==> src/insn_decode_pkg.sv <==
// Package of constants and types for the instruction decoder and sequencer
// Behaviour
// - Every instruction is one 14-bit word
// - Destination bit 0 to accumulator, 1 to file
// - File address field spans 0x00 to 0x7f
// - Bit field picks one bit of byte
// - Literal is eight or eleven bits wide
// - Don't-care opcode bits decode the same either way; clear-accumulator x bits in port range set O_READ_PINS
// - One cycle, two when skip or branch
// - Instruction cycle is four oscillator phases
// - Bit field is position, file field is register
// - Port read-modify-write reads pin levels
// - Timer-zero write clears its assigned prescaler
// - Decrement-skip-zero skips when result is zero
// - Standby instruction enters standby, updates status flags
package insn_decode_pkg;
    localparam int INSN_W = 14;
    localparam int FILE_W = 7;
    localparam int DATA_W = 8;
    localparam int BIT_W = 3;
    localparam int LIT8_W = 8;
    localparam int LIT11_W = 11;
    localparam int PHASES = 4;
    // Field positions
    localparam int CLASS_HI = 13;
    localparam int CLASS_LO = 12;
    localparam int NIB_HI = 11;
    localparam int NIB_LO = 8;
    localparam int DEST_POS = 7;
    localparam int BIT_HI = 9;
    localparam int BIT_LO = 7;
    localparam int GOTO_POS = 11;
    // Opcode classes
    localparam logic [1:0] CLASS_BYTE = 2'h0;
    localparam logic [1:0] CLASS_BIT = 2'h1;
    localparam logic [1:0] CLASS_JUMP = 2'h2;
    localparam logic [1:0] CLASS_LIT = 2'h3;
    // Byte-class nibbles
    localparam logic [3:0] NIB_CTRL = 4'h0;
    localparam logic [3:0] NIB_CLR = 4'h1;
    localparam logic [3:0] NIB_DEC = 4'h3;
    localparam logic [3:0] NIB_DECSZ = 4'hb;
    localparam logic [3:0] NIB_INCSZ = 4'hf;
    // Bit-class sub-opcodes
    localparam logic [1:0] BOP_CLR = 2'h0;
    localparam logic [1:0] BOP_SET = 2'h1;
    localparam logic [1:0] BOP_TSTC = 2'h2;
    localparam logic [1:0] BOP_TSTS = 2'h3;
    // Literal-class sub-opcode of return-with-literal (bits 11:10)
    localparam logic [1:0] LOP_RETLW = 2'h1;
    // Fixed control words
    localparam logic [13:0] WORD_STANDBY = 14'h0063;
    localparam logic [13:0] WORD_CLRWDT = 14'h0064;
    localparam logic [13:0] WORD_RETURN = 14'h0008;
    localparam logic [13:0] WORD_RETFIE = 14'h0009;
    // Special file addresses
    localparam logic [6:0] ADDR_TIMER0 = 7'h01;
    localparam logic [6:0] ADDR_PORT_A = 7'h05;
    localparam logic [6:0] ADDR_PORT_D = 7'h09;
    // Reset values
    localparam logic [13:0] RST_INSN = 14'h0000;
    localparam logic [1:0] RST_PHASE = 2'h0;
    typedef enum logic [0:0] {
        SEQ_EXEC = 1'b0,
        SEQ_FILL = 1'b1
    } seq_state_t;
endpackage

==> src/phase_gen.sv <==
// Four-phase instruction cycle divider
`timescale 1ns/1ps
`default_nettype none
module phase_gen (
    input wire logic i_clk,
    input wire logic i_nrst,
    output logic [1:0] o_phase,
    output logic o_cycle_end
);
    import insn_decode_pkg::*;
    logic [1:0] phase_r; // Current phase
    logic [1:0] phase_nxt; // Next phase
    // Wraps every four oscillator periods
    always_comb begin
        phase_nxt = phase_r + 2'h1;
    end
    // Phase register
    always_ff @(posedge i_clk or negedge i_nrst) begin
        if (!i_nrst) begin
            phase_r <= RST_PHASE;
        end else begin
            phase_r <= phase_nxt;
        end
    end
    assign o_phase = phase_r;
    assign o_cycle_end = (phase_r == 2'(PHASES - 1));
endmodule
`default_nettype wire

==> src/insn_decoder.sv <==
// Instruction decoder and single/two-cycle sequencer
`timescale 1ns/1ps
`default_nettype none
module insn_decoder (
    input wire logic I_CLK,
    input wire logic I_NRST,
    input wire logic [insn_decode_pkg::INSN_W-1:0] I_INSN, // Fetched word, same clock
    input wire logic I_TEST_TRUE, // Skip test result from datapath, same clock
    input wire logic I_ZERO_RESULT, // ALU result is zero, same clock
    input wire logic I_PSA_TIMER0, // Prescaler assigned to timer zero
    output logic [1:0] O_PHASE,
    output logic O_CYCLE_END,
    output logic O_FETCH,
    output logic [1:0] O_CLASS,
    output logic [3:0] O_OPCODE,
    output logic [insn_decode_pkg::FILE_W-1:0] O_FILE_ADDR,
    output logic O_DEST_FILE,
    output logic O_WRITE_W,
    output logic O_WRITE_FILE,
    output logic [insn_decode_pkg::BIT_W-1:0] O_BIT_SEL,
    output logic [insn_decode_pkg::DATA_W-1:0] O_BIT_MASK,
    output logic O_BIT_SET,
    output logic O_BIT_CLR,
    output logic [insn_decode_pkg::LIT11_W-1:0] O_LITERAL,
    output logic O_LIT_WIDE,
    output logic O_PC_LOAD,
    output logic O_SKIP,
    output logic O_FILLER,
    output logic O_READ_PINS,
    output logic O_PRESCALE_CLR,
    output logic O_STANDBY,
    output logic O_WDT_CLR,
    output logic O_WATCHDOG_EXPIRED_FLAG_SET,
    output logic O_POWERDOWN_FLAG_CLR
);
    import insn_decode_pkg::*;

    // Shared bit-mask decode for bit-class operations
    function automatic logic [DATA_W-1:0] bit_mask(input logic [BIT_W-1:0] b);
        bit_mask = DATA_W'(8'h01 << b);
    endfunction

    // Port-register test, used for the pin-read decision
    function automatic logic is_port(input logic [FILE_W-1:0] a);
        is_port = (a >= ADDR_PORT_A) && (a <= ADDR_PORT_D);
    endfunction

    logic [1:0] phase; // Current phase
    logic cyc_end; // Last phase of cycle

    // Phase divider
    phase_gen u_phase (
        .i_clk(I_CLK),
        .i_nrst(I_NRST),
        .o_phase(phase),
        .o_cycle_end(cyc_end)
    );

    // Decoded fields, combinational from the fetched word
    logic [1:0] cls; // Class bits 13:12
    logic [3:0] nib; // Bits 11:8
    logic [FILE_W-1:0] faddr; // File field
    logic dbit; // Destination bit
    logic [BIT_W-1:0] bsel; // Bit number
    logic [1:0] bop; // Bit sub-opcode

    always_comb begin
        cls = I_INSN[CLASS_HI:CLASS_LO];
        nib = I_INSN[NIB_HI:NIB_LO];
        faddr = I_INSN[FILE_W-1:0];
        dbit = I_INSN[DEST_POS];
        bsel = I_INSN[BIT_HI:BIT_LO];
        bop = I_INSN[NIB_HI:BIT_HI+1];
    end

    // Sequencer and output state
    seq_state_t state_r, state_nxt;
    logic [1:0] phase_r, phase_nxt;
    logic cyc_end_r, cyc_end_nxt;
    logic fetch_r, fetch_nxt;
    logic [1:0] class_r, class_nxt;
    logic [3:0] opc_r, opc_nxt;
    logic [FILE_W-1:0] faddr_r, faddr_nxt;
    logic dest_r, dest_nxt;
    logic wr_w_r, wr_w_nxt;
    logic wr_f_r, wr_f_nxt;
    logic [BIT_W-1:0] bsel_r, bsel_nxt;
    logic [DATA_W-1:0] mask_r, mask_nxt;
    logic bset_r, bset_nxt;
    logic bclr_r, bclr_nxt;
    logic [LIT11_W-1:0] lit_r, lit_nxt;
    logic litw_r, litw_nxt;
    logic pcl_r, pcl_nxt;
    logic skip_r, skip_nxt;
    logic fill_r, fill_nxt;
    logic pins_r, pins_nxt;
    logic psc_r, psc_nxt;
    logic stby_r, stby_nxt;
    logic wdt_r, wdt_nxt;
    logic to_r, to_nxt;
    logic pd_r, pd_nxt;
    logic two_cycle; // Current word needs a filler cycle
    logic writes_file; // Current word writes file register
    logic is_skip_op; // Conditional skip instruction

    // Next-value logic; decode is latched once per instruction cycle
    always_comb begin
        state_nxt = state_r;
        phase_nxt = phase;
        cyc_end_nxt = cyc_end;
        fetch_nxt = 1'b0;
        class_nxt = class_r;
        opc_nxt = opc_r;
        faddr_nxt = faddr_r;
        dest_nxt = dest_r;
        wr_w_nxt = wr_w_r;
        wr_f_nxt = wr_f_r;
        bsel_nxt = bsel_r;
        mask_nxt = mask_r;
        bset_nxt = bset_r;
        bclr_nxt = bclr_r;
        lit_nxt = lit_r;
        litw_nxt = litw_r;
        pcl_nxt = pcl_r;
        skip_nxt = skip_r;
        fill_nxt = fill_r;
        pins_nxt = pins_r;
        psc_nxt = psc_r;
        stby_nxt = 1'b0;
        wdt_nxt = 1'b0;
        to_nxt = 1'b0;
        pd_nxt = 1'b0;
        two_cycle = 1'b0;
        writes_file = 1'b0;
        is_skip_op = 1'b0;
        if (cls == CLASS_BYTE) begin
            is_skip_op = (nib == NIB_DECSZ) || (nib == NIB_INCSZ);
        end else if (cls == CLASS_BIT) begin
            is_skip_op = bop[1];
        end
        if (cyc_end) begin
            fetch_nxt = 1'b1; // Next word fetched at cycle boundary
            case (state_r)
                SEQ_EXEC: begin
                    fill_nxt = 1'b0;
                    class_nxt = cls;
                    opc_nxt = nib;
                    faddr_nxt = faddr;
                    bsel_nxt = bsel;
                    mask_nxt = bit_mask(bsel);
                    dest_nxt = 1'b0;
                    wr_w_nxt = 1'b0;
                    wr_f_nxt = 1'b0;
                    bset_nxt = 1'b0;
                    bclr_nxt = 1'b0;
                    lit_nxt = {{(LIT11_W-LIT8_W){1'b0}}, I_INSN[LIT8_W-1:0]};
                    litw_nxt = 1'b0;
                    pcl_nxt = 1'b0;
                    skip_nxt = 1'b0;
                    case (cls)
                        CLASS_BYTE: begin
                            if (nib == NIB_CTRL && !dbit) begin
                                // Control words; x positions of the nop are ignored
                                pcl_nxt = (I_INSN == WORD_RETURN) || (I_INSN == WORD_RETFIE);
                                stby_nxt = (I_INSN == WORD_STANDBY);
                                to_nxt = (I_INSN == WORD_STANDBY) || (I_INSN == WORD_CLRWDT);
                                pd_nxt = (I_INSN == WORD_STANDBY);
                                wdt_nxt = (I_INSN == WORD_STANDBY) || (I_INSN == WORD_CLRWDT);
                            end else if (nib == NIB_CTRL || nib == NIB_CLR) begin
                                // Move-to-file / clear: d bit selects file or accumulator
                                dest_nxt = dbit;
                                wr_f_nxt = dbit;
                                wr_w_nxt = !dbit; // Clear-accumulator; low 7 bits are x
                                writes_file = dbit;
                            end else begin
                                dest_nxt = dbit;
                                wr_f_nxt = dbit;
                                wr_w_nxt = !dbit;
                                writes_file = dbit;
                            end
                            pins_nxt = is_port(faddr);
                        end
                        CLASS_BIT: begin
                            bset_nxt = (bop == BOP_SET);
                            bclr_nxt = (bop == BOP_CLR);
                            wr_f_nxt = !bop[1];
                            dest_nxt = !bop[1];
                            writes_file = !bop[1];
                            pins_nxt = is_port(faddr);
                        end
                        CLASS_JUMP: begin
                            lit_nxt = I_INSN[LIT11_W-1:0];
                            litw_nxt = 1'b1;
                            pcl_nxt = 1'b1;
                        end
                        default: begin
                            // Literal class; bits marked x ignored by using only 11:10
                            wr_w_nxt = 1'b1;
                            pcl_nxt = (I_INSN[NIB_HI:NIB_HI-1] == LOP_RETLW);
                            pins_nxt = 1'b0;
                        end
                    endcase
                    psc_nxt = writes_file && (faddr == ADDR_TIMER0) && I_PSA_TIMER0;
                    two_cycle = pcl_nxt || (is_skip_op && I_TEST_TRUE);
                    skip_nxt = is_skip_op && I_TEST_TRUE;
                    if (two_cycle) begin
                        state_nxt = SEQ_FILL;
                    end
                end
                SEQ_FILL: begin
                    // Prefetched word dropped; nothing written
                    fill_nxt = 1'b1;
                    wr_w_nxt = 1'b0;
                    wr_f_nxt = 1'b0;
                    bset_nxt = 1'b0;
                    bclr_nxt = 1'b0;
                    pcl_nxt = 1'b0;
                    skip_nxt = 1'b0;
                    psc_nxt = 1'b0;
                    pins_nxt = 1'b0;
                    state_nxt = SEQ_EXEC;
                end
                default: begin
                    state_nxt = SEQ_EXEC;
                end
            endcase
        end
    end

    // Zero-result input unused here: skip test arrives pre-evaluated
    logic unused_zero;
    assign unused_zero = I_ZERO_RESULT;

    // Registers only
    always_ff @(posedge I_CLK or negedge I_NRST) begin
        if (!I_NRST) begin
            state_r <= SEQ_EXEC;
            phase_r <= RST_PHASE;
            cyc_end_r <= 1'b0;
            fetch_r <= 1'b0;
            class_r <= 2'h0;
            opc_r <= 4'h0;
            faddr_r <= 7'h00;
            dest_r <= 1'b1; // Default destination is file
            wr_w_r <= 1'b0;
            wr_f_r <= 1'b0;
            bsel_r <= 3'h0;
            mask_r <= 8'h00;
            bset_r <= 1'b0;
            bclr_r <= 1'b0;
            lit_r <= 11'h000;
            litw_r <= 1'b0;
            pcl_r <= 1'b0;
            skip_r <= 1'b0;
            fill_r <= 1'b0;
            pins_r <= 1'b0;
            psc_r <= 1'b0;
            stby_r <= 1'b0;
            wdt_r <= 1'b0;
            to_r <= 1'b0;
            pd_r <= 1'b0;
        end else begin
            state_r <= state_nxt;
            phase_r <= phase_nxt;
            cyc_end_r <= cyc_end_nxt;
            fetch_r <= fetch_nxt;
            class_r <= class_nxt;
            opc_r <= opc_nxt;
            faddr_r <= faddr_nxt;
            dest_r <= dest_nxt;
            wr_w_r <= wr_w_nxt;
            wr_f_r <= wr_f_nxt;
            bsel_r <= bsel_nxt;
            mask_r <= mask_nxt;
            bset_r <= bset_nxt;
            bclr_r <= bclr_nxt;
            lit_r <= lit_nxt;
            litw_r <= litw_nxt;
            pcl_r <= pcl_nxt;
            skip_r <= skip_nxt;
            fill_r <= fill_nxt;
            pins_r <= pins_nxt;
            psc_r <= psc_nxt;
            stby_r <= stby_nxt;
            wdt_r <= wdt_nxt;
            to_r <= to_nxt;
            pd_r <= pd_nxt;
        end
    end

    assign O_PHASE = phase_r;
    assign O_CYCLE_END = cyc_end_r;
    assign O_FETCH = fetch_r;
    assign O_CLASS = class_r;
    assign O_OPCODE = opc_r;
    assign O_FILE_ADDR = faddr_r;
    assign O_DEST_FILE = dest_r;
    assign O_WRITE_W = wr_w_r;
    assign O_WRITE_FILE = wr_f_r;
    assign O_BIT_SEL = bsel_r;
    assign O_BIT_MASK = mask_r;
    assign O_BIT_SET = bset_r;
    assign O_BIT_CLR = bclr_r;
    assign O_LITERAL = lit_r;
    assign O_LIT_WIDE = litw_r;
    assign O_PC_LOAD = pcl_r;
    assign O_SKIP = skip_r;
    assign O_FILLER = fill_r;
    assign O_READ_PINS = pins_r;
    assign O_PRESCALE_CLR = psc_r;
    assign O_STANDBY = stby_r;
    assign O_WDT_CLR = wdt_r;
    assign O_WATCHDOG_EXPIRED_FLAG_SET = to_r;
    assign O_POWERDOWN_FLAG_CLR = pd_r;
endmodule
`default_nettype wire

==> config.mk <==
export PLATFORM = sky130hd
export DESIGN_NAME = insn_decoder
export DESIGN_NICKNAME = d
export VERILOG_FILES = /design/src/insn_decode_pkg.sv /design/src/phase_gen.sv /design/src/insn_decoder.sv
export SDC_FILE = /design/constraint.sdc
export NUM_CORES = 1
export LEC_CHECK = 0
export BUFFER_PORTS_ARGS = -buffer_cell sky130_fd_sc_hd__buf_2
export CAP_MARGIN = 20
export CORE_MARGIN = 8
export CORE_UTILIZATION = 35
export DETAILED_ROUTE_END_ITERATION = 10
export GPL_ROUTABILITY_DRIVEN = 0
export PLACE_DENSITY = 0.72
export SKIP_CTS_REPAIR_TIMING = 1
export SLEW_MARGIN = 10
export SYNTH_ARGS = -nofsm -noshare
export SYNTH_HDL_FRONTEND = slang
export SYNTH_SLANG_ARGS = --single-unit
==> constraint.sdc <==
create_clock -name I_CLK -period 2.74 [get_ports I_CLK]
set_input_delay 0.411 -clock I_CLK [delete_from_list [all_inputs] [get_ports I_CLK]]
set_output_delay 0.411 -clock I_CLK [all_outputs]
set_load 0.02 [all_outputs]
# Word level (Yosys, flattened, before mapping)
# Index checks and enable logic that the tools add are counted.
# totals
input_bits	19
elab_cells	96
register_bits	55
# op_classes
n_mux	37
order_cmp	2
bitwise_logic	1
addsub	1
shift	1
n_eq_ne	12
reduce_logical	18
# ops
operator	n
$eq 14x4->1 const B	2
$eq 14x7->1 const B	2
$pmux 1 s2	13
$mux 1	22
$mux 11	1
$eq 4x4->1 const B	2
$shl 1x3->8 const A	1
$eq 7x1->1 const B	1
$ge 7x3->1 const B	1
$le 7x4->1 const B	1
$logic_and 1x1->1	5
$eq 2x1->1 const B	2
$eq 2x2->1 const B	2
$logic_not 2->1	2
$logic_not 4->1	1
$logic_or 1x1->1	4
$reduce_and 2->1	2
$reduce_or 2->1	2
$pmux 1 s3	1
$add 2x1->2 const B	1
$logic_not 1->1	2
$ne 2x2->1 const B	1
$not 1->1	1

# Longest topological paths before layout
# Gate-level depths: netlist (run 1).
# depth
ltp_word	9
mapped_depth	8
ltp_nobuf	6

# Hierarchy
# From an unflattened synthesis (run 1), not the netlist that was laid out.
# unflattened
hier_cells	198
area_unflattened_um2	1983.2
# by_module_without_submodules
module	n_inst	cells_per_inst	area_per_inst_um2
insn_decoder	1	194	1916.8
phase_gen	1	4	66.3

# Worst setup path before layout (run 1)
# No wires, ideal clock.
# synth_path
kind	input-to-reg
start	input port I_INSN[12] (netlist bit)
end	register to_r (netlist: O_WATCHDOG_EXPIRED_FLAG_SET)
required_ns	2.662
cell_stages	6
arrival_ns	1.654
slack_ns	1.008
setup_time_ns	0.078
cell_sequence	inv_1 -> ha_1 -> or4b_4 -> nor4_4 -> nand4_1 -> a21oi_1
# synth_between
elab_chain_cells	6
elab_cells_between_ends	8
cone_classes	eq/ne: 2; mux: 4; reduce/logical: 2
# synth_rtl
element	line	text
start, declared	insn_decoder.sv:7	input wire logic [insn_decode_pkg::INSN_W-1:0] I_INSN,
$eq 14x7->1	insn_decoder.sv:166	to_nxt = (I_INSN == WORD_STANDBY) || (I_INSN == WORD_CLRWDT);
$logic_or 1x1->1	insn_decoder.sv:166	
$mux 1	insn_decoder.sv:162	if (nib == NIB_CTRL && !dbit) begin
$mux 1 (*)	insn_decoder.sv:160	case (cls)
$mux 1 (*)	insn_decoder.sv:143	case (state_r)
$mux 1 (*)	insn_decoder.sv:141	if (cyc_end) begin
via to_nxt	insn_decoder.sv:100	logic to_r, to_nxt;
end signal, assigned	insn_decoder.sv:286	to_r <= to_nxt;
end, declared	insn_decoder.sv:100	
# Mark *: on every way through the listed nets, which the timed path passes. The rest lies on a longest branch.
# A chain may end at the register's enable or synchronous reset.

# Final worst setup path (run 1)
# layout_path
start	register u_phase.phase_r[0] (netlist: u_phase.o_phase[0])
end	register pcl_r (netlist: O_PC_LOAD)
# layout_between
elab_chain_cells	1
# layout_rtl
element	line	text
start, declared	phase_gen.sv:11	logic [1:0] phase_r;
start signal, assigned	phase_gen.sv:22	phase_r <= phase_nxt;
$eq 2x2->1	phase_gen.sv:26	assign o_cycle_end = (phase_r == 2'(PHASES - 1));
via cyc_end	insn_decoder.sv:49	logic cyc_end;
end signal, assigned	insn_decoder.sv:279	pcl_r <= pcl_nxt;
end, declared	insn_decoder.sv:93	logic pcl_r, pcl_nxt;
# The timed path passes the listed nets, and every way through them passes these cells.

==> flow_metrics.py, run 1 <==
metrics = {
    "outcome": {
        "status": "completed",
    },
    "logic_synthesis": {
        "synth.avg_cell_area_um2": 10.1,
        "syn_area_mm2": 0.00195,
        "yosysMostFrequentCell": "nand2_1",
        "async_reset_ff_share_pct": 100,
        "synth_ff_type": "dfrtp_1",
        "synth.area.top_cells": "dfrtp_1 55%, nand2_1 9.4%, buf_4 5.0%",
        "yosys-top-cells-count": "49 x nand2_1, 43 x dfrtp_1, 15 x o21ai_0, 14 x inv_1, 13 x buf_4",
        "ys_seq_elements": 44,
        "synth_edf_count": 0,
        "syn_inst": 193,
        "synth_nets": 217,
        "synthDistinctLibCells": 32,
        "ys_warn_count": 0,
        "synth_top_area_cell": "dfrtp_1",
        "synth.yosys.seq_area_share_pct": 56.5,
        "yosys.area.top_type_share_pct": 55.2,
    },
    "routing": {
        "postRouteAntennaNets": 0,
        "first_pass_iters": 4,
        "routed_wl_mm": 4.72,
        "vias": 1496,
        "drt_iter0_markers": 111,
        "wl_per_cell_um": 14.5,
        "routed_via_density": 4.60,
        "drc": 0,
    },
    "clocking": {
        "h-tree-depth": 2,
        "clock-root-buffer": "clkbuf_8",
        "cts_buffers": 5,
        "clkSinkCount": 44,
        "cts_max_path_buffers": 2,
        "cts_tree": "yes",
        "clkTransAtPathRegs_ps": 80,
        "worst_skew_pair.late_latency_ps": 290,
    },
    "global_route": {
        "grt_max_degree": 45,
        "antenna_found_initial": 0,
        "grt_overflow": 0,
        "grt_pass1_vias": 1574,
        "grt_pass1_wl_mm": 7.86,
        "globalRouteTotalUtil_pct": 11.8,
    },
    "pwr": {
        "seqPwrFrac_pct": 51.6,
        "p_int_uw": 1000,
        "power_leakage_uw": 0.00128,
        "swShare_pct": 28.6,
        "power_density_mw_per_mm2": 592,
        "clockPowerShare_pct": 30.5,
        "peakVddDrop_uv": 226,
        "switchingPower_uw": 402,
        "combPwrFrac_pct": 17.9,
    },
    "layout": {
        "final_nets": 277,
        "area_growth_pct": 21.6,
        "multi_input_area_um2": 659,
        "n_antenna_cell": 0,
        "seq_area_mm2": 0.00110,
        "finish.utilization_pct": 43.6,
        "fill_cells": 567,
        "drive_gt1_share_pct": 34.8,
    },
    "timing": {
        "hold_slack_ps": 273,
        "hold_viol": 0,
        "rsz0062_at_grt": "false",
        "slew_headroom_pct": 35.7,
        "fmax_mhz": 542,
        "setup_viol": 0,
        "fin_worst_skew_ps": 4.60,
        "drv_slew": 0,
        "tightest_slew_ps": 964,
        "setup_ws_ps": 895,
        "fin_crit_ps": 1850,
        "setup_tns_ps": 0,
        "period_share_pct": 67.4,
    },
    "critical_path": {
        "cp.arrival_ps": 2010,
        "critPathLaunchType": "flop",
        "critPathRequiredTime_ps": 2910,
        "rr_worst_depth": 5,
        "slowest_stage": "or2b_2",
        "cpPeakStageDelay_ps": 650,
        "cp_cell_sequence": "ha_1 -> or2b_2 -> a21oi_1 -> a31oi_1 -> o21ai_0",
        "cpLargestDelayFamily": "simple AND/OR/NAND/NOR gates",
        "path_buf_inv": 0,
        "endpoint_kind": "flop",
        "critical_path_depth": 5,
        "crit_type": "flop to flop",
        "worst-path-max-fanout": 43,
    },
    "place": {
        "numPortBuffers": 71,
        "dp.final_hpwl_mm": 3.53,
        "place_ws_ps": 728,
    },
    "floorplanning": {
        "chipWidth_um": 90.6,
        "fp.dieH_um": 90.6,
        "design.core.area_mm2": 0.00544,
        "start_util_pct": 35.8,
        "rows": 27,
        "die_area_mm2": 0.00821,
        "pin_count": 73,
    },
    "hold_path": {
        "min_path_type": "input pin to asynchronous set/reset pin",
    },
    "run": {
        "drv_cap": 0,
    },
}
## kinds of logic after synthesis
group                    share of synthesized area (%)
adder cells (fa/ha/maj)                           3.21
flip-flops                                        56.5
buffers and inverters                             9.63
AND/OR/NAND/NOR                                   17.8
multiplexers                                      1.16
AO/OA/AOI/OAI                                     11.7
## worst reg2reg max path: stages, from the launching register on
cell and delay [ps]:
dfrtp_1 400, ha_1 210, or2b_2 650, a21oi_1 90, a31oi_1 250, o21ai_0 130
## placed cells by master, fill, tap and decap left out, drive strengths merged, types with 2 or more instances in the layout
master	count
o21ai	15
ha	5
mux2	2
nor3	4
nand2b	4
inv	14
o2111ai	2
a21oi	4
o31ai	4
nor2	4
nand2	49
dfrtp	43
clkbuf	7
nand4	2
a22o	6
nor4	3
buf	73
nand3	2
## layout make-up
class / count / share of cell area (%)
Sequential cell: 44 / 46.5
Multi-Input combinational cell: 115 / 27.8
Timing Repair Buffer: 73 / 15.6
Clock buffer: 7 / 4.06
Tap cell: 72 / 3.80
Inverter: 14 / 2.22
## stage by stage
| stage | cell area, µm² | total power (µW) | std cells |
|---|---|---|---|
| after floorplan | 1950 | 898 | 193 |
| after detailed placement | 2270 | 994 | 318 |
| final | 2370 | 1400 | 325 |
| after global placement | 2270 | 988 | 318 |
| after global routing | 2370 | 1480 | 325 |
| after CTS | 2370 | 1430 | 325 |
## power groups by stage
stage,registers [µW],clock network [µW],logic (µW)
6_report,725,428,251
5_1_grt,732,474,277
4_1_cts,726,446,257
3_5_place_dp,738,0,256
3_3_place_gp,736,0,252
2_1_floorplan,795,0,103
## path summary, 6_finish.rpt
kind                                    startpoint        endpoint  slack (ps)
max in group asynchronous                   I_NRST        O_FILLER        1880
min in group I_CLK                       I_INSN[0]  O_FILE_ADDR[0]         340
worst min-delay path                        I_NRST      O_PHASE[0]         270
worst max register to register  u_phase.o_phase[0]       O_PC_LOAD         890
worst max-delay path            u_phase.o_phase[0]       O_PC_LOAD         890
worst min register to register  u_phase.o_phase[1]      O_PHASE[1]         390
## sequential cells by signal, summed over array words and instances (netlist names), 2 cells and up
register         flops
O_PHASE              2
O_CLASS              2
O_BIT_MASK           8
u_phase.o_phase      2
O_LITERAL            4
O_OPCODE             4
O_FILE_ADDR          6
## layer usage
layer | track usage, % | part of all wire [%] | up-vias
li1 | - | - | 751
met1 | 13.8 | 43 | 700
met2 | 18.8 | 47 | 39
met3 | 5.07 | 8.8 | 6
met4 | 3.74 | 1.1 | 0
met5 | 0 | 0 | -
(Power assumes the default switching activity.)
==> run 2, diff against run 1 <==
--- a/config.mk
+++ b/config.mk
@@ -11,7 +11,7 @@
 export CORE_UTILIZATION = 35
 export DETAILED_ROUTE_END_ITERATION = 10
 export GPL_ROUTABILITY_DRIVEN = 0
-export PLACE_DENSITY = 0.72
+export PLACE_DENSITY = 0.74
 export SKIP_CTS_REPAIR_TIMING = 1
 export SLEW_MARGIN = 10
 export SYNTH_ARGS = -nofsm -noshare
==> constraint.sdc (replaced) <==
create_clock -name I_CLK -period 1.6 [get_ports I_CLK]
set_input_delay 0.24 -clock I_CLK [delete_from_list [all_inputs] [get_ports I_CLK]]
set_output_delay 0.24 -clock I_CLK [all_outputs]
set_load 0.02 [all_outputs]
==> flow_metrics.py, run 2 (synthesis gave the netlist of run 1 again) <==
metrics = {
    "floorplanning": {
        "design.core.area_mm2": 0.00544,
        "pin_count": 73,
        "fp.dieH_um": 90.6,
        "chipWidth_um": 90.6,
        "rows": 27,
        "start_util_pct": 35.8,
        "die_area_mm2": 0.00821,
    },
    "critical_path": {
        "path_buf_inv": 2,
        "critPathRequiredTime_ps": 1820,
        "cpPeakStageDelay_ps": 380,
        "cp.arrival_ps": 1720,
        "slowest_stage": "dfrtp_1",
        "cpLargestDelayFamily": "simple AND/OR/NAND/NOR gates",
        "r2r_start": "u_phase.o_phase[0]",
        "crit_start": "u_phase.o_phase[0]",
        "crit_type": "flop to flop",
        "cp_cell_sequence": "ha_1 -> buf_4 -> inv_1 -> nor2_2 -> nand2_1 -> o2bb2ai_1",
        "endpoint_kind": "flop",
        "worst-path-max-fanout": 10,
        "critPathLaunchType": "flop",
    },
    "timing": {
        "setup_tns_ps": 0,
        "tightest_slew_ps": 482,
        "fin_worst_skew_ps": 7.85,
        "hold_slack_ps": 165,
        "rsz0062_at_grt": "true",
        "fin_crit_ps": 1500,
        "period_share_pct": 93.5,
        "slew_headroom_pct": 67.8,
        "hold_viol": 0,
        "setup_ws_ps": 104,
        "fmax_mhz": 668,
        "setup_viol": 0,
        "drv_slew": 0,
    },
    "routing": {
        "postRouteAntennaNets": 0,
        "drt_iter0_markers": 106,
        "wl_per_cell_um": 14.3,
        "vias": 1558,
        "routed_via_density": 4.58,
        "first_pass_iters": 4,
        "routed_wl_mm": 4.87,
        "drc": 0,
    },
    "hold_path": {
        "min_path_type": "input pin to flop",
        "min_from": "I_INSN[0]",
    },
    "clocking": {
        "cts_buffers": 5,
        "cts_max_path_buffers": 2,
        "cts_tree": "yes",
        "clkSinkCount": 44,
        "clock-root-buffer": "clkbuf_8",
        "h-tree-depth": 2,
        "clkTransAtPathRegs_ps": 80,
        "worst_skew_pair.late_latency_ps": 300,
    },
    "outcome": {
        "status": "completed",
    },
    "global_route": {
        "antenna_found_initial": 0,
        "grt_pass1_vias": 1644,
        "globalRouteTotalUtil_pct": 12.2,
        "grt_max_degree": 26,
        "grt_overflow": 0,
        "grt_pass1_wl_mm": 8.09,
    },
    "layout": {
        "layout_common_cells": "71 x buf_2, 49 x nand2_1, 43 x dfrtp_1",
        "area_growth_pct": 27.6,
        "final_nets": 291,
        "final_common_cell": "buf_2",
        "drive_gt1_share_pct": 38.4,
        "n_antenna_cell": 0,
        "instances_no_fill": 340,
        "largest_reg_flops": 8,
    },
    "place": {
        "numPortBuffers": 71,
        "place_inst": 331,
        "place_ws_ps": -84.5,
        "dp.final_hpwl_mm": 3.82,
    },
    "run": {
        "drv_cap": 0,
    },
    "pwr": {
        "power_density_mw_per_mm2": 955,
        "p_total_uw": 2370,
        "peakVddDrop_uv": 376,
        "power_leakage_uw": 0.00135,
    },
}
run 2: cell count changes in the layout (fill, tap and decap cells not counted), sizes merged:
cell / change
buf: +13
clkbuf: -2
clkinv: +3
dlygate4sd3: +1
run 2: through the flow:
stage	utilization, %	area [µm²]
2_1_floorplan	-	1960
3_3_place_gp	43.8	2380
3_5_place_dp	43.8	2380
4_1_cts	45.5	2470
5_1_grt	45.7	2490
6_report	45.7	2490
run 2: power by group:
| group | switching (µW) | total (µW) | internal [µW] |
|---|---|---|---|
| logic | 302 | 461 | 159 |
| clock network | 371 | 676 | 304 |
| registers | 45.0 | 1240 | 1190 |
| total | 718 | 2370 | 1660 |
run 2: tightest hold or removal path: stages:
cell     delay (ps)
buf_2           100
nand2_1          50
nand2_1          50
run 2: final timing paths:
check / to / slack [ps] / depth (start not counted)
worst max-delay path: O_PRESCALE_CLR / 100 / 6
worst min-delay path: O_FILE_ADDR[0] / 170 / 3
worst max register to register: O_PRESCALE_CLR / 100 / 6
worst min register to register: O_PHASE[1] / 400 / 0
max in group asynchronous: O_LITERAL[10] / 670 / 3
min in group asynchronous: O_BIT_CLR / 430 / 2
run 2: metal layers:
layer | up-vias | track usage (%) | share of wire, %
met3 | 5 | 5.07 | 6.8
met2 | 40 | 20.4 | 48
met5 | - | 0 | 0
met1 | 730 | 13.6 | 45
li1 | 783 | - | -
met4 | 0 | 3.74 | 1.0
run 2: layout make-up:
class,instances,area [µm²]
well taps,72,90.1
inverters,14,52.6
clock inverters,3,18.8
multi-input cells,115,664
fillers,526,2950
repair buffers,87,490
clock buffers,5,68.8
flip-flops and latches,44,1100
==> run 3, diff against run 2 <==
--- a/config.mk
+++ b/config.mk
@@ -11,7 +11,7 @@
 export CORE_UTILIZATION = 35
 export DETAILED_ROUTE_END_ITERATION = 10
 export GPL_ROUTABILITY_DRIVEN = 0
-export PLACE_DENSITY = 0.74
+export PLACE_DENSITY = 0.72
 export SKIP_CTS_REPAIR_TIMING = 1
 export SLEW_MARGIN = 10
 export SYNTH_ARGS = -nofsm -noshare
==> constraint.sdc (replaced) <==
create_clock -name I_CLK -period 1.58 [get_ports I_CLK]
set_input_delay 0.237 -clock I_CLK [delete_from_list [all_inputs] [get_ports I_CLK]]
set_output_delay 0.237 -clock I_CLK [all_outputs]
set_load 0.02 [all_outputs]
==> flow_metrics.py, run 3 (synthesis gave the netlist of run 1 again) <==
metrics = {
    "outcome": {
        "status": "completed",
    },
    "clocking": {
        "cts_max_path_buffers": 2,
        "h-tree-depth": 2,
        "clkTransAtPathRegs_ps": 80,
        "cts_tree": "yes",
        "clock-root-buffer": "clkbuf_8",
        "worst_skew_pair.late_latency_ps": 300,
        "clkSinkCount": 44,
        "cts_buffers": 5,
    },
    "layout": {
        "drive_gt1_share_pct": 39.6,
        "layout_common_cells": "71 x buf_2, 49 x nand2_1, 43 x dfrtp_1",
        "final_common_cell": "buf_2",
        "area_growth_pct": 28.0,
        "fill_cells": 539,
        "final_nets": 293,
        "largest_reg_flops": 8,
        "n_antenna_cell": 0,
    },
    "timing": {
        "setup_ws_ps": 126,
        "fin_worst_skew_ps": 7.75,
        "slew_headroom_pct": 73.0,
        "setup_viol": 0,
        "hold_viol": 0,
        "rsz0062_at_grt": "true",
        "setup_tns_ps": 0,
        "drv_slew": 0,
        "fin_crit_ps": 1450,
        "fmax_mhz": 688,
        "period_share_pct": 92.0,
        "tightest_slew_ps": 401,
    },
    "global_route": {
        "globalRouteTotalUtil_pct": 12.2,
        "use_met3_pct": 5.82,
        "grt_pass1_vias": 1581,
        "use_met1_pct": 14.0,
        "busiest_layer": "met2",
        "antenna_found_initial": 0,
        "grt_pass1_wl_mm": 8.12,
        "grt_overflow": 0,
        "met2_usage_pct": 18.8,
        "grt_max_degree": 22,
    },
    "critical_path": {
        "r2r_start": "u_phase.o_phase[0]",
        "endpoint": "O_WATCHDOG_EXPIRED_FLAG_SET",
        "endpoint_kind": "flop",
        "r2r-end": "O_WATCHDOG_EXPIRED_FLAG_SET",
        "critPathRequiredTime_ps": 1810,
        "cp.arrival_ps": 1680,
        "critPathLaunchType": "flop",
        "rr_worst_depth": 5,
        "crit_type": "flop to flop",
        "crit_start": "u_phase.o_phase[0]",
        "worst-path-max-fanout": 12,
        "r2r_slack_ps": 130,
    },
    "pwr": {
        "clockPowerShare_pct": 28.8,
        "combPwrFrac_pct": 19.2,
        "peakVddDrop_uv": 329,
        "swShare_pct": 30.5,
        "p_int_uw": 1680,
        "power_leakage_uw": 0.00135,
        "power_density_mw_per_mm2": 967,
        "switchingPower_uw": 736,
        "seqPwrFrac_pct": 51.9,
    },
    "routing": {
        "drc": 0,
        "postRouteAntennaNets": 0,
        "first_pass_iters": 4,
        "routed_wl_mm": 4.90,
        "vias": 1575,
        "routed_via_density": 4.61,
        "drt_iter0_markers": 99,
        "wl_per_cell_um": 14.3,
    },
    "floorplanning": {
        "rows": 27,
        "die_area_mm2": 0.00821,
        "pin_count": 73,
        "start_util_pct": 35.8,
        "design.core.area_mm2": 0.00544,
        "chipWidth_um": 90.6,
        "fp.dieH_um": 90.6,
    },
    "place": {
        "numPortBuffers": 71,
        "dp.final_hpwl_mm": 3.91,
        "place_ws_ps": -125,
    },
    "run": {
        "drv_cap": 0,
    },
    "hold_path": {
        "min_path_type": "input pin to flop",
    },
}
==> run 3: changes by cell type in the layout (fill, tap and decap cells not counted) <==
cell and change:
ha_2 +1, buf_12 -1, a21oi_2 +1, a21oi_1 -1
buf_4 +3, ha_1 -1
==> run 3: final cells by class <==
type | instances | area (µm²) | share of cell area [%]
clock buffer | 5 | 68.8 | 2.76
sequential | 44 | 1100 | 44.2
timing repair buffer | 89 | 493 | 19.7
clock inverter | 3 | 18.8 | 0.752
multi-input combinational | 115 | 671 | 26.9
inverter | 14 | 52.6 | 2.11
tap | 72 | 90.1 | 3.61
==> run 3: worst min path at each step <==
stage / start / endpoint / depth (start not counted)
6_report: I_INSN[0] / O_FILE_ADDR[0] / 3
5_1_grt: I_INSN[0] / O_FILE_ADDR[0] / 3
3_3_place_gp: I_NRST / u_phase.o_phase[0] / 1
3_5_place_dp: I_NRST / u_phase.o_phase[0] / 1
4_1_cts: I_NRST / u_phase.o_phase[0] / 1
2_1_floorplan: I_NRST / O_BIT_CLR / 0
==> run 3: power by group through the flow <==
stage,Sequential [µW],Clock [µW],Combinational (µW)
after floorplan,1380,0,179
after global placement,1270,0,466
after detailed placement,1280,0,470
after CTS,1260,714,472
after global routing,1270,760,508
final,1250,696,465
==> run 3: through the flow <==
stage | utilization (%) | hold slack, ps | area, µm² | instances | total power [µW]
2_1_floorplan | - | -58.6 | 1970 | 193 | 1560
3_3_place_gp | 43.9 | 128 | 2390 | 333 | 1740
3_5_place_dp | 43.9 | 136 | 2390 | 333 | 1750
4_1_cts | 45.5 | -193 | 2480 | 341 | 2440
5_1_grt | 45.9 | 162 | 2500 | 342 | 2530
6_report | 45.9 | 155 | 2500 | 342 | 2410
==> run 3: per-layer routing <==
metal | wire [µm] | up-vias
met5 | 0 | -
met4 | 80 | 0
met3 | 411 | 9
met2 | 2300 | 38
met1 | 2110 | 740
li1 | - | 788
==> run 3: worst max-delay path, cell delays in order (launching register included) <==
cell     delay (ps)
dfrtp_1         380
ha_2            190
or2b_4          330
nor4_4          180
nand4_1         170
a21oi_2         130
